===== src/rtl/mpic_defines.vh =====
`ifndef MPIC_DEFINES_VH
`define MPIC_DEFINES_VH

// ---------------------------------------------------------------
// Port control block word indices
// ---------------------------------------------------------------
`define MPIC_W_ICW 4'h0
`define MPIC_W_OCW 4'h1
`define MPIC_W_IBP 4'h4
`define MPIC_W_OBP 4'h5
`define MPIC_W_LIB 4'h6
`define MPIC_W_LOB 4'h7
`define MPIC_PCB_WORDS 32

// ---------------------------------------------------------------
// Input control word fields
// ---------------------------------------------------------------
`define MPIC_ICW_DONE 0
`define MPIC_ICW_MODE_HI 1
`define MPIC_ICW_MODE_LO 2
`define MPIC_ICW_SPEC_EN 3
`define MPIC_ICW_ECHO_FAIL 6
`define MPIC_ICW_LOST 7
`define MPIC_ICW_CHAR_LSB 8
`define MPIC_ICW_CHAR_MSB 15

// Mode code is {bit 1, bit 2}.
`define MPIC_MODE_SINGLE 2'h0
`define MPIC_MODE_ILLEGAL 2'h1
`define MPIC_MODE_AUTO 2'h2
`define MPIC_MODE_ECHO 2'h3

// ---------------------------------------------------------------
// Output control word fields
// ---------------------------------------------------------------
`define MPIC_OCW_PAR_INH 8

// ---------------------------------------------------------------
// Byte pointer fields
// ---------------------------------------------------------------
`define MPIC_PTR_BYTE 0
`define MPIC_PTR_ADDR_LSB 1
`define MPIC_PTR_ADDR_MSB 15

// ---------------------------------------------------------------
// Status word fields
// ---------------------------------------------------------------
`define MPIC_ST_RTC 0
`define MPIC_ST_STACK 1
`define MPIC_ST_IN_DONE 2
`define MPIC_ST_OUT_DONE 3
`define MPIC_ST_PORT_LSB 4
`define MPIC_ST_PORT_MSB 10
`define MPIC_ST_RESET 16'h0000

// ---------------------------------------------------------------
// Receive FIFO
// ---------------------------------------------------------------
`define MPIC_FIFO_DEPTH 16
`define MPIC_FIFO_AW 4

`endif


===== src/rtl/mpic_input_ctrl.v =====
`timescale 1ns/1ns
`include "mpic_defines.vh"
module mpic_input_ctrl #(
	parameter PCB_WORDS = `MPIC_PCB_WORDS,
	parameter FIFO_DEPTH = `MPIC_FIFO_DEPTH,
	parameter FIFO_AW = `MPIC_FIFO_AW
) (
	input wire core_clk,
	input wire reset,
	input wire rx_valid,
	output wire rx_ready,
	input wire [6:0] rx_port,
	input wire [7:0] rx_char,
	input wire rx_parity_err,
	input wire rx_overload,
	input wire rx_break,
	input wire rx_special,
	input wire rx_echo_blocked,
	input wire [14:0] pcb_base,
	output reg mem_req_r,
	output reg mem_we_r,
	output reg [14:0] mem_addr_r,
	output reg [15:0] mem_wdata_r,
	input wire mem_ack,
	input wire [15:0] mem_rdata,
	output reg echo_valid_r,
	output reg [6:0] echo_port_r,
	output reg [7:0] echo_char_r,
	input wire rtc_event,
	input wire stack_overflow,
	input wire io_read_status,
	input wire io_read_clear,
	output wire [15:0] io_data,
	output wire io_data_valid,
	output wire host_irq
);
	// ---------------------------------------------------------------
	// Sequencer states
	// ---------------------------------------------------------------
	localparam [3:0] S_IDLE = 4'h0;
	localparam [3:0] S_RD_ICW = 4'h1;
	localparam [3:0] S_RD_OCW = 4'h2;
	localparam [3:0] S_DECIDE = 4'h3;
	localparam [3:0] S_RD_IBP = 4'h4;
	localparam [3:0] S_RD_LIB = 4'h5;
	localparam [3:0] S_RD_BUF = 4'h6;
	localparam [3:0] S_WR_BUF = 4'h7;
	localparam [3:0] S_WR_IBP = 4'h8;
	localparam [3:0] S_WR_ICW = 4'h9;
	localparam [3:0] S_IRQ = 4'ha;

	localparam [14:0] PCB_W = PCB_WORDS;
	localparam FW = 20;

	reg [3:0] state_r;
	reg [6:0] port_r;
	reg [7:0] char_r;
	reg par_err_r;
	reg overload_r;
	reg break_r;
	reg special_r;
	reg echo_blk_r;
	reg [14:0] blk_r;
	reg [15:0] icw_r;
	reg [15:0] ocw_r;
	reg [15:0] ibp_r;
	reg [15:0] lib_r;
	reg [15:0] buf_r;
	reg full_r;
	reg irq_want_r;
	reg raise_r;

	wire fifo_valid;
	wire fifo_ready;
	wire [FW-1:0] fifo_data;
	wire [FW-1:0] rx_word;
	wire in_pending;
	wire [14:0] port_off;
	wire [1:0] mode;
	wire rx_err;
	wire spec_hit;
	wire echo_fail;
	wire [15:0] buf_merged;

	// ---------------------------------------------------------------
	// Receive event queue
	// ---------------------------------------------------------------
	assign rx_word = {rx_echo_blocked, rx_special, rx_break, rx_overload, rx_parity_err, rx_char, rx_port};

	mpic_fifo #(
		.DW(FW),
		.DEPTH(FIFO_DEPTH),
		.AW(FIFO_AW)
	) u_fifo (
		.core_clk(core_clk),
		.reset(reset),
		.in_valid(rx_valid),
		.in_ready_r(rx_ready),
		.in_data(rx_word),
		.out_valid_r(fifo_valid),
		.out_ready(fifo_ready),
		.out_data(fifo_data)
	);

	assign fifo_ready = (state_r == S_IDLE);

	// ---------------------------------------------------------------
	// Status word and host interrupt
	// ---------------------------------------------------------------
	mpic_status u_status (
		.core_clk(core_clk),
		.reset(reset),
		.raise_in(raise_r),
		.raise_port(port_r),
		.rtc_event(rtc_event),
		.stack_overflow(stack_overflow),
		.io_read_status(io_read_status),
		.io_read_clear(io_read_clear),
		.in_pending_r(in_pending),
		.io_data_r(io_data),
		.io_data_valid_r(io_data_valid),
		.host_irq_r(host_irq)
	);

	// ---------------------------------------------------------------
	// Decode of the fetched control words
	// ---------------------------------------------------------------
	assign port_off = {8'h00, fifo_data[6:0]} * PCB_W;
	assign mode = {icw_r[`MPIC_ICW_MODE_HI], icw_r[`MPIC_ICW_MODE_LO]};
	assign rx_err = (par_err_r & ~ocw_r[`MPIC_OCW_PAR_INH]) | overload_r | break_r;
	assign spec_hit = icw_r[`MPIC_ICW_SPEC_EN] & special_r;
	assign echo_fail = (mode == `MPIC_MODE_ECHO) & echo_blk_r;
	assign buf_merged = ibp_r[`MPIC_PTR_BYTE] ? {buf_r[15:8], char_r} : {char_r, buf_r[7:0]};

	// ---------------------------------------------------------------
	// Sequencer
	// ---------------------------------------------------------------
	always @(posedge core_clk or posedge reset) begin
		if (reset) begin
			state_r <= S_IDLE;
			port_r <= 7'h00;
			char_r <= 8'h00;
			par_err_r <= 1'b0;
			overload_r <= 1'b0;
			break_r <= 1'b0;
			special_r <= 1'b0;
			echo_blk_r <= 1'b0;
			blk_r <= 15'h0000;
			icw_r <= 16'h0000;
			ocw_r <= 16'h0000;
			ibp_r <= 16'h0000;
			lib_r <= 16'h0000;
			buf_r <= 16'h0000;
			full_r <= 1'b0;
			irq_want_r <= 1'b0;
			raise_r <= 1'b0;
			mem_req_r <= 1'b0;
			mem_we_r <= 1'b0;
			mem_addr_r <= 15'h0000;
			mem_wdata_r <= 16'h0000;
			echo_valid_r <= 1'b0;
			echo_port_r <= 7'h00;
			echo_char_r <= 8'h00;
		end else begin
			raise_r <= 1'b0;
			echo_valid_r <= 1'b0;
			case (state_r)
				S_IDLE: begin
					if (fifo_valid) begin
						port_r <= fifo_data[6:0];
						char_r <= fifo_data[14:7];
						par_err_r <= fifo_data[15];
						overload_r <= fifo_data[16];
						break_r <= fifo_data[17];
						special_r <= fifo_data[18];
						echo_blk_r <= fifo_data[19];
						blk_r <= pcb_base + port_off;
						full_r <= 1'b0;
						irq_want_r <= 1'b0;
						state_r <= S_RD_ICW;
					end
				end
				S_RD_ICW: begin
					if (!mem_req_r) begin
						mem_req_r <= 1'b1;
						mem_we_r <= 1'b0;
						mem_addr_r <= blk_r + {11'h000, `MPIC_W_ICW};
					end else if (mem_ack) begin
						mem_req_r <= 1'b0;
						icw_r <= mem_rdata;
						state_r <= S_RD_OCW;
					end
				end
				S_RD_OCW: begin
					if (!mem_req_r) begin
						mem_req_r <= 1'b1;
						mem_we_r <= 1'b0;
						mem_addr_r <= blk_r + {11'h000, `MPIC_W_OCW};
					end else if (mem_ack) begin
						mem_req_r <= 1'b0;
						ocw_r <= mem_rdata;
						state_r <= S_DECIDE;
					end
				end
				S_DECIDE: begin
					if (icw_r[`MPIC_ICW_DONE]) begin
						// Done still set: overwrite the held character, no storage, no interrupt.
						icw_r[`MPIC_ICW_CHAR_MSB:`MPIC_ICW_CHAR_LSB] <= char_r;
						icw_r[`MPIC_ICW_LOST] <= 1'b1;
						irq_want_r <= 1'b0;
						state_r <= S_WR_ICW;
					end else if (mode == `MPIC_MODE_SINGLE || mode == `MPIC_MODE_ILLEGAL ||
						rx_err || spec_hit || echo_fail) begin
						icw_r[`MPIC_ICW_CHAR_MSB:`MPIC_ICW_CHAR_LSB] <= char_r;
						icw_r[`MPIC_ICW_DONE] <= 1'b1;
						if (echo_fail) begin
							icw_r[`MPIC_ICW_ECHO_FAIL] <= 1'b1;
						end
						irq_want_r <= 1'b1;
						state_r <= S_WR_ICW;
					end else begin
						state_r <= S_RD_IBP;
					end
				end
				S_RD_IBP: begin
					if (!mem_req_r) begin
						mem_req_r <= 1'b1;
						mem_we_r <= 1'b0;
						mem_addr_r <= blk_r + {11'h000, `MPIC_W_IBP};
					end else if (mem_ack) begin
						mem_req_r <= 1'b0;
						ibp_r <= mem_rdata;
						state_r <= S_RD_LIB;
					end
				end
				S_RD_LIB: begin
					if (!mem_req_r) begin
						mem_req_r <= 1'b1;
						mem_we_r <= 1'b0;
						mem_addr_r <= blk_r + {11'h000, `MPIC_W_LIB};
					end else if (mem_ack) begin
						mem_req_r <= 1'b0;
						lib_r <= mem_rdata;
						state_r <= S_RD_BUF;
					end
				end
				S_RD_BUF: begin
					if (!mem_req_r) begin
						mem_req_r <= 1'b1;
						mem_we_r <= 1'b0;
						mem_addr_r <= ibp_r[`MPIC_PTR_ADDR_MSB:`MPIC_PTR_ADDR_LSB];
					end else if (mem_ack) begin
						mem_req_r <= 1'b0;
						buf_r <= mem_rdata;
						state_r <= S_WR_BUF;
					end
				end
				S_WR_BUF: begin
					if (!mem_req_r) begin
						mem_req_r <= 1'b1;
						mem_we_r <= 1'b1;
						mem_addr_r <= ibp_r[`MPIC_PTR_ADDR_MSB:`MPIC_PTR_ADDR_LSB];
						mem_wdata_r <= buf_merged;
					end else if (mem_ack) begin
						mem_req_r <= 1'b0;
						mem_we_r <= 1'b0;
						full_r <= (ibp_r == lib_r);
						if (mode == `MPIC_MODE_ECHO) begin
							echo_valid_r <= 1'b1;
							echo_port_r <= port_r;
							echo_char_r <= char_r;
						end
						state_r <= S_WR_IBP;
					end
				end
				S_WR_IBP: begin
					if (!mem_req_r) begin
						mem_req_r <= 1'b1;
						mem_we_r <= 1'b1;
						mem_addr_r <= blk_r + {11'h000, `MPIC_W_IBP};
						mem_wdata_r <= ibp_r + 16'h0001;
					end else if (mem_ack) begin
						mem_req_r <= 1'b0;
						mem_we_r <= 1'b0;
						if (full_r) begin
							icw_r[`MPIC_ICW_DONE] <= 1'b1;
							irq_want_r <= 1'b1;
							state_r <= S_WR_ICW;
						end else begin
							state_r <= S_IDLE;
						end
					end
				end
				S_WR_ICW: begin
					if (!mem_req_r) begin
						mem_req_r <= 1'b1;
						mem_we_r <= 1'b1;
						mem_addr_r <= blk_r + {11'h000, `MPIC_W_ICW};
						mem_wdata_r <= icw_r;
					end else if (mem_ack) begin
						mem_req_r <= 1'b0;
						mem_we_r <= 1'b0;
						state_r <= irq_want_r ? S_IRQ : S_IDLE;
					end
				end
				S_IRQ: begin
					// A still-pending input interrupt is served first; the new one waits.
					if (!in_pending && !raise_r) begin
						raise_r <= 1'b1;
						state_r <= S_IDLE;
					end
				end
				default: begin
					state_r <= S_IDLE;
				end
			endcase
		end
	end
endmodule // mpic_input_ctrl


===== src/rtl/mpic_fifo.v =====
`timescale 1ns/1ns
module mpic_fifo #(
	parameter DW = 20,
	parameter DEPTH = 16,
	parameter AW = 4
) (
	input wire core_clk,
	input wire reset,
	input wire in_valid,
	output reg in_ready_r,
	input wire [DW-1:0] in_data,
	output reg out_valid_r,
	input wire out_ready,
	output wire [DW-1:0] out_data
);
	reg [DW-1:0] mem [0:DEPTH-1];
	reg [AW-1:0] wr_ptr_r;
	reg [AW-1:0] rd_ptr_r;
	reg [AW:0] cnt_r;
	wire push;
	wire pop;
	wire [AW:0] cnt_nxt;

	assign push = in_valid & in_ready_r;
	assign pop = out_valid_r & out_ready;
	assign cnt_nxt = cnt_r + {{AW{1'b0}}, push} - {{AW{1'b0}}, pop};
	assign out_data = mem[rd_ptr_r];

	always @(posedge core_clk) begin
		if (push) begin
			mem[wr_ptr_r] <= in_data;
		end
	end

	// ---------------------------------------------------------------
	// Pointers and occupancy
	// ---------------------------------------------------------------
	always @(posedge core_clk or posedge reset) begin
		if (reset) begin
			wr_ptr_r <= {AW{1'b0}};
			rd_ptr_r <= {AW{1'b0}};
			cnt_r <= {(AW+1){1'b0}};
			in_ready_r <= 1'b1;
			out_valid_r <= 1'b0;
		end else begin
			if (push) begin
				wr_ptr_r <= (wr_ptr_r == DEPTH - 1) ? {AW{1'b0}} : wr_ptr_r + 1'b1;
			end
			if (pop) begin
				rd_ptr_r <= (rd_ptr_r == DEPTH - 1) ? {AW{1'b0}} : rd_ptr_r + 1'b1;
			end
			cnt_r <= cnt_nxt;
			in_ready_r <= (cnt_nxt != DEPTH);
			out_valid_r <= (cnt_nxt != {(AW+1){1'b0}});
		end
	end
endmodule // mpic_fifo


===== src/rtl/mpic_status.v =====
`timescale 1ns/1ns
`include "mpic_defines.vh"
module mpic_status (
	input wire core_clk,
	input wire reset,
	input wire raise_in,
	input wire [6:0] raise_port,
	input wire rtc_event,
	input wire stack_overflow,
	input wire io_read_status,
	input wire io_read_clear,
	output reg in_pending_r,
	output reg [15:0] io_data_r,
	output reg io_data_valid_r,
	output reg host_irq_r
);
	reg [15:0] stat_r;
	reg [15:0] stat_nxt;
	reg [15:0] kept;

	// ---------------------------------------------------------------
	// Status word update; a new event wins over a same-cycle clear.
	// ---------------------------------------------------------------
	always @* begin
		kept = io_read_clear ? `MPIC_ST_RESET : stat_r;
		stat_nxt = kept;
		if (rtc_event) begin
			stat_nxt[`MPIC_ST_RTC] = 1'b1;
		end
		if (stack_overflow) begin
			stat_nxt[`MPIC_ST_STACK] = 1'b1;
		end
		if (raise_in) begin
			stat_nxt[`MPIC_ST_IN_DONE] = 1'b1;
			stat_nxt[`MPIC_ST_PORT_MSB:`MPIC_ST_PORT_LSB] = raise_port;
		end
		stat_nxt[`MPIC_ST_OUT_DONE] = 1'b0;
		stat_nxt[15:11] = 5'h00;
	end

	always @(posedge core_clk or posedge reset) begin
		if (reset) begin
			stat_r <= `MPIC_ST_RESET;
			in_pending_r <= 1'b0;
			io_data_r <= 16'h0000;
			io_data_valid_r <= 1'b0;
			host_irq_r <= 1'b0;
		end else begin
			stat_r <= stat_nxt;
			in_pending_r <= stat_nxt[`MPIC_ST_IN_DONE];
			host_irq_r <= (stat_nxt != 16'h0000);
			io_data_valid_r <= io_read_status | io_read_clear;
			if (io_read_status | io_read_clear) begin
				io_data_r <= stat_r;
			end
		end
	end
endmodule // mpic_status


===== config.mk =====
export PLATFORM = sky130hd
export DESIGN_NAME = mpic_input_ctrl
export DESIGN_NICKNAME = d
export VERILOG_FILES = /design/src/rtl/mpic_input_ctrl.v /design/src/rtl/mpic_fifo.v /design/src/rtl/mpic_status.v
export VERILOG_INCLUDE_DIRS = /design/src /design/src/rtl
export SDC_FILE = /design/constraint.sdc
export NUM_CORES = 1
export LEC_CHECK = 0
export BUFFER_PORTS_ARGS = -buffer_cell sky130_fd_sc_hd__buf_2
export CAP_MARGIN = 20
export CORE_MARGIN = 8
export CORE_UTILIZATION = 61
export CTS_BUF_LIST = sky130_fd_sc_hd__clkbuf_4 sky130_fd_sc_hd__clkbuf_8 sky130_fd_sc_hd__clkbuf_16
export CTS_CLUSTER_DIAMETER = 60
export DETAILED_ROUTE_END_ITERATION = 8
export PLACE_DENSITY = 0.9
export REMOVE_ABC_BUFFERS = 1
export SKIP_CTS_REPAIR_TIMING = 1
export SLEW_MARGIN = 0
export SYNTH_ARGS = -nofsm -noshare
export SYNTH_HDL_FRONTEND = slang
export SYNTH_SLANG_ARGS = --single-unit

===== constraint.sdc =====
create_clock -name core_clk -period 7.6 [get_ports core_clk]
set_input_delay 0.76 -clock core_clk [delete_from_list [all_inputs] [get_ports core_clk]]
set_output_delay 0.76 -clock core_clk [all_outputs]
set_load 0.02 [all_outputs]

==> flow_metrics.env <==
export IMPL_r2r_slack_ps=2770
export IMPL_clk_latency_ps=600
export IMPL_netlist_top_cells_count="edfxtp_1, dfrtp_1, nand2_1"
export IMPL_fin_skew_ps=26.8
export IMPL_arrival_ps=5250
export IMPL_antenna_found_initial=3
export IMPL_cts_htree_levels=2
export IMPL_finalCritPeriodShare_pct=63.5
export IMPL_setup_ws_ps=2770
export IMPL_peakVddDrop_mv=0.220
export IMPL_drtIter0Drc=1971
export IMPL_p_leak_nw=9.52
export IMPL_power_density_nw_per_um2=408
export IMPL_crit_required_ps=8020
export IMPL_syn_area_um2=22200
export IMPL_place_congestion=0.940
export IMPL_tritoncts="yes"
export IMPL_worstMarginPinSlew_ps=1160
export IMPL_finalSetupViolCount=0
export IMPL_nNetsFinal=1691
export IMPL_routed_via_count=14200
export IMPL_die_h_um=207
export IMPL_preCtsSetupSlack_ps=2930
export IMPL_drive_above_1_share_pct=23.8
export IMPL_cts_root_buffer="clkbuf_16"
export IMPL_numCtsBuffers=51
export IMPL_wire_per_inst_um=27.5
export IMPL_synth_async_reset_ratio_pct=37.6
export IMPL_grt_max_degree=134
export IMPL_grt_overflow_total=0
export IMPL_clockBufferDepth=3
export IMPL_pin_count=127
export IMPL_yosys_warnings=0
export IMPL_first_global_vias=14400
export IMPL_path_max_fanout=46
export IMPL_core_area_um2=36300
export IMPL_ant_nets=0
export IMPL_slew_viol_final=0
export IMPL_ys_top_cells_by_area="edfxtp_1, dfrtp_1, mux4_2"
export IMPL_port_buffers=120
export IMPL_min_period_ps=4830
export IMPL_finalPower_w=0.0101
export IMPL_synth_edf_count=320
export IMPL_fin_setup_tns_ps=0
export IMPL_drt_vias_per_instance=6.69
export IMPL_hold_path_class="input pin to asynchronous set/reset pin"
export IMPL_synth_seq_cells=513
export IMPL_yosysSeqAreaShare_pct=65.1
export IMPL_yosysUniqueCellTypes=73
export IMPL_synth_cells=1494
export IMPL_die_w_um=207
export IMPL_dieArea_um2=42700
export IMPL_crit_type="flip-flop to flip-flop"
export IMPL_synth_largest_area_cell="edfxtp_1"
export IMPL_drc=0
export IMPL_max_freq_ghz=0.207
export IMPL_grt_pass1_wl_um=88200
export IMPL_place_hpwl_um=35100
export IMPL_r2r_start="u_fifo.rd_ptr_r[0]"
export IMPL_synth_flop_cell="edfxtp_1"
export IMPL_hold_violations=0
export IMPL_synthToLayoutAreaGrowth_pct=12.0
export IMPL_synth_top_cell_area_share_pct=43.3
export IMPL_reg2reg_to="blk_r[13]"
export IMPL_track_usage_pct=27.6
export IMPL_drv_cap=0
export IMPL_start_kind="flip-flop"
export IMPL_status="finished clean"
export IMPL_yosysMostFrequentCell="edfxtp_1"
export IMPL_grt_setup_unrepaired="no"
export IMPL_start_util_pct=61.2
export IMPL_drt_pass1_iterations=6
export IMPL_clk_pin_slew_ps=60
export IMPL_final_util_pct=68.6
export IMPL_rr_worst_depth=10
export IMPL_cp_end_kind="flip-flop"
export IMPL_num_rows=70
export IMPL_cts_sinks=513
export IMPL_synth_area_per_cell_um2=14.9
export IMPL_drt_wl_total_um=58100
export IMPL_slew_headroom_pct=22.4
==> state kept, by name, summed over array words and instances (netlist names), 4 cells and up <==
| register | cells |
|---|---|
| u_fifo.rd_ptr_r | 4 |
| mem_wdata_r | 16 |
| blk_r | 15 |
| char_r | 8 |
| echo_char_r | 8 |
| lib_r | 16 |
| ibp_r | 16 |
| mem_addr_r | 15 |
| state_r | 4 |
| u_fifo.cnt_r | 5 |
| u_fifo.wr_ptr_r | 4 |
| u_fifo.mem | 320 |
| buf_r | 16 |
| echo_port_r | 7 |
| port_r | 7 |
| u_status.stat_r | 10 |
| icw_r | 16 |
| u_status.io_data_r | 10 |
==> area by class of cell <==
class                      instances  area (um2)
antenna                            3        7.51
clock inverter                    27         254
fill                            2275       11400
sequential                       513       14400
clock buffer                      64        1420
inverter                          27         109
multi-input combinational        869        7250
timing repair buffer             145         788
tap                              468         586
==> worst max-delay path by stage <==
stage | slack, ps | end | depth (start not counted) | startpoint
global placement | 3090 | blk_r[13] | 10 | u_fifo.rd_ptr_r[0]
global route | 2550 | blk_r[13] | 10 | u_fifo.rd_ptr_r[0]
CTS | 2760 | blk_r[13] | 10 | u_fifo.rd_ptr_r[0]
floorplan | 1590 | blk_r[0] | 1 | reset
detailed placement | 2930 | blk_r[13] | 10 | u_fifo.rd_ptr_r[0]
finish | 2770 | blk_r[13] | 10 | u_fifo.rd_ptr_r[0]
==> per-stage QoR <==
stage                     cell area (um2)  instances  hold WS, ps
final                               24900       2116          312
after global routing                24800       2113          387
after CTS                           24800       2112          360
after detailed placement            23200       2021          471
after global placement              23200       2021          466
after floorplan                     21800       1409          455
==> where the power goes <==
part,switching [W],total [W],internal (W)
Clock,0.00106,0.00252,0.00146
Combinational,0.00194,0.00339,0.00145
Sequential,0.000700,0.00423,0.00353
Total,0.00370,0.0101,0.00644
==> layout by cell type (no fill, tap or decap), drive strengths merged, types with 5 or more instances in the layout <==
cell type / Yosys / final
a211oi: 5 / 5
a21o: 13 / 13
a21oi: 83 / 83
a221oi: 5 / 5
a22o: 8 / 8
a22oi: 7 / 7
a31oi: 12 / 12
and2: 15 / 15
and3: 16 / 16
buf: 49 / 145
clkbuf: 41 / 64
clkinv: 0 / 19
conb: 1 / 6
dfrtp: 192 / 192
edfxtp: 320 / 320
ha: 23 / 23
inv: 27 / 30
mux2: 89 / 89
mux2i: 41 / 41
mux4: 87 / 87
nand2: 89 / 89
nand2b: 8 / 8
nand3: 38 / 38
nand4: 11 / 11
nor2: 82 / 82
nor2b: 5 / 5
nor3: 15 / 15
nor4: 13 / 13
o21ai: 82 / 82
o22ai: 14 / 14
xnor2: 18 / 18
xor2: 35 / 35
==> logic make-up after synthesis <==
logic type,after synthesis,synth area share [%]
flops,513,65.1
buf+inv,117,2.36
simple gates,306,6.60
other cells,1,0.0169
xor+xnor,53,2.09
mux,217,15.2
fa+ha+maj,25,1.48
compound gates,262,7.18
==> metal layers <==
layer	track usage, %	routed length [um]	part of all wire [%]
met2	46.3	28800	49
met3	4.78	5130	8.8
met1	34.0	20900	36
met4	15.5	3290	5.7
met5	0	16	0.028
==> critical path: stages (launching register included) <==
cell,delay [ps]
dfrtp_4,1000
buf_4,770
mux4_2,610
mux4_2,570
fa_1,480
a211oi_1,320
o21ai_0,280
a21o_1,240
nand2_1,80
xor2_1,150
o21ai_0,80
No activity file was read; power rests on OpenSTA's default activity.
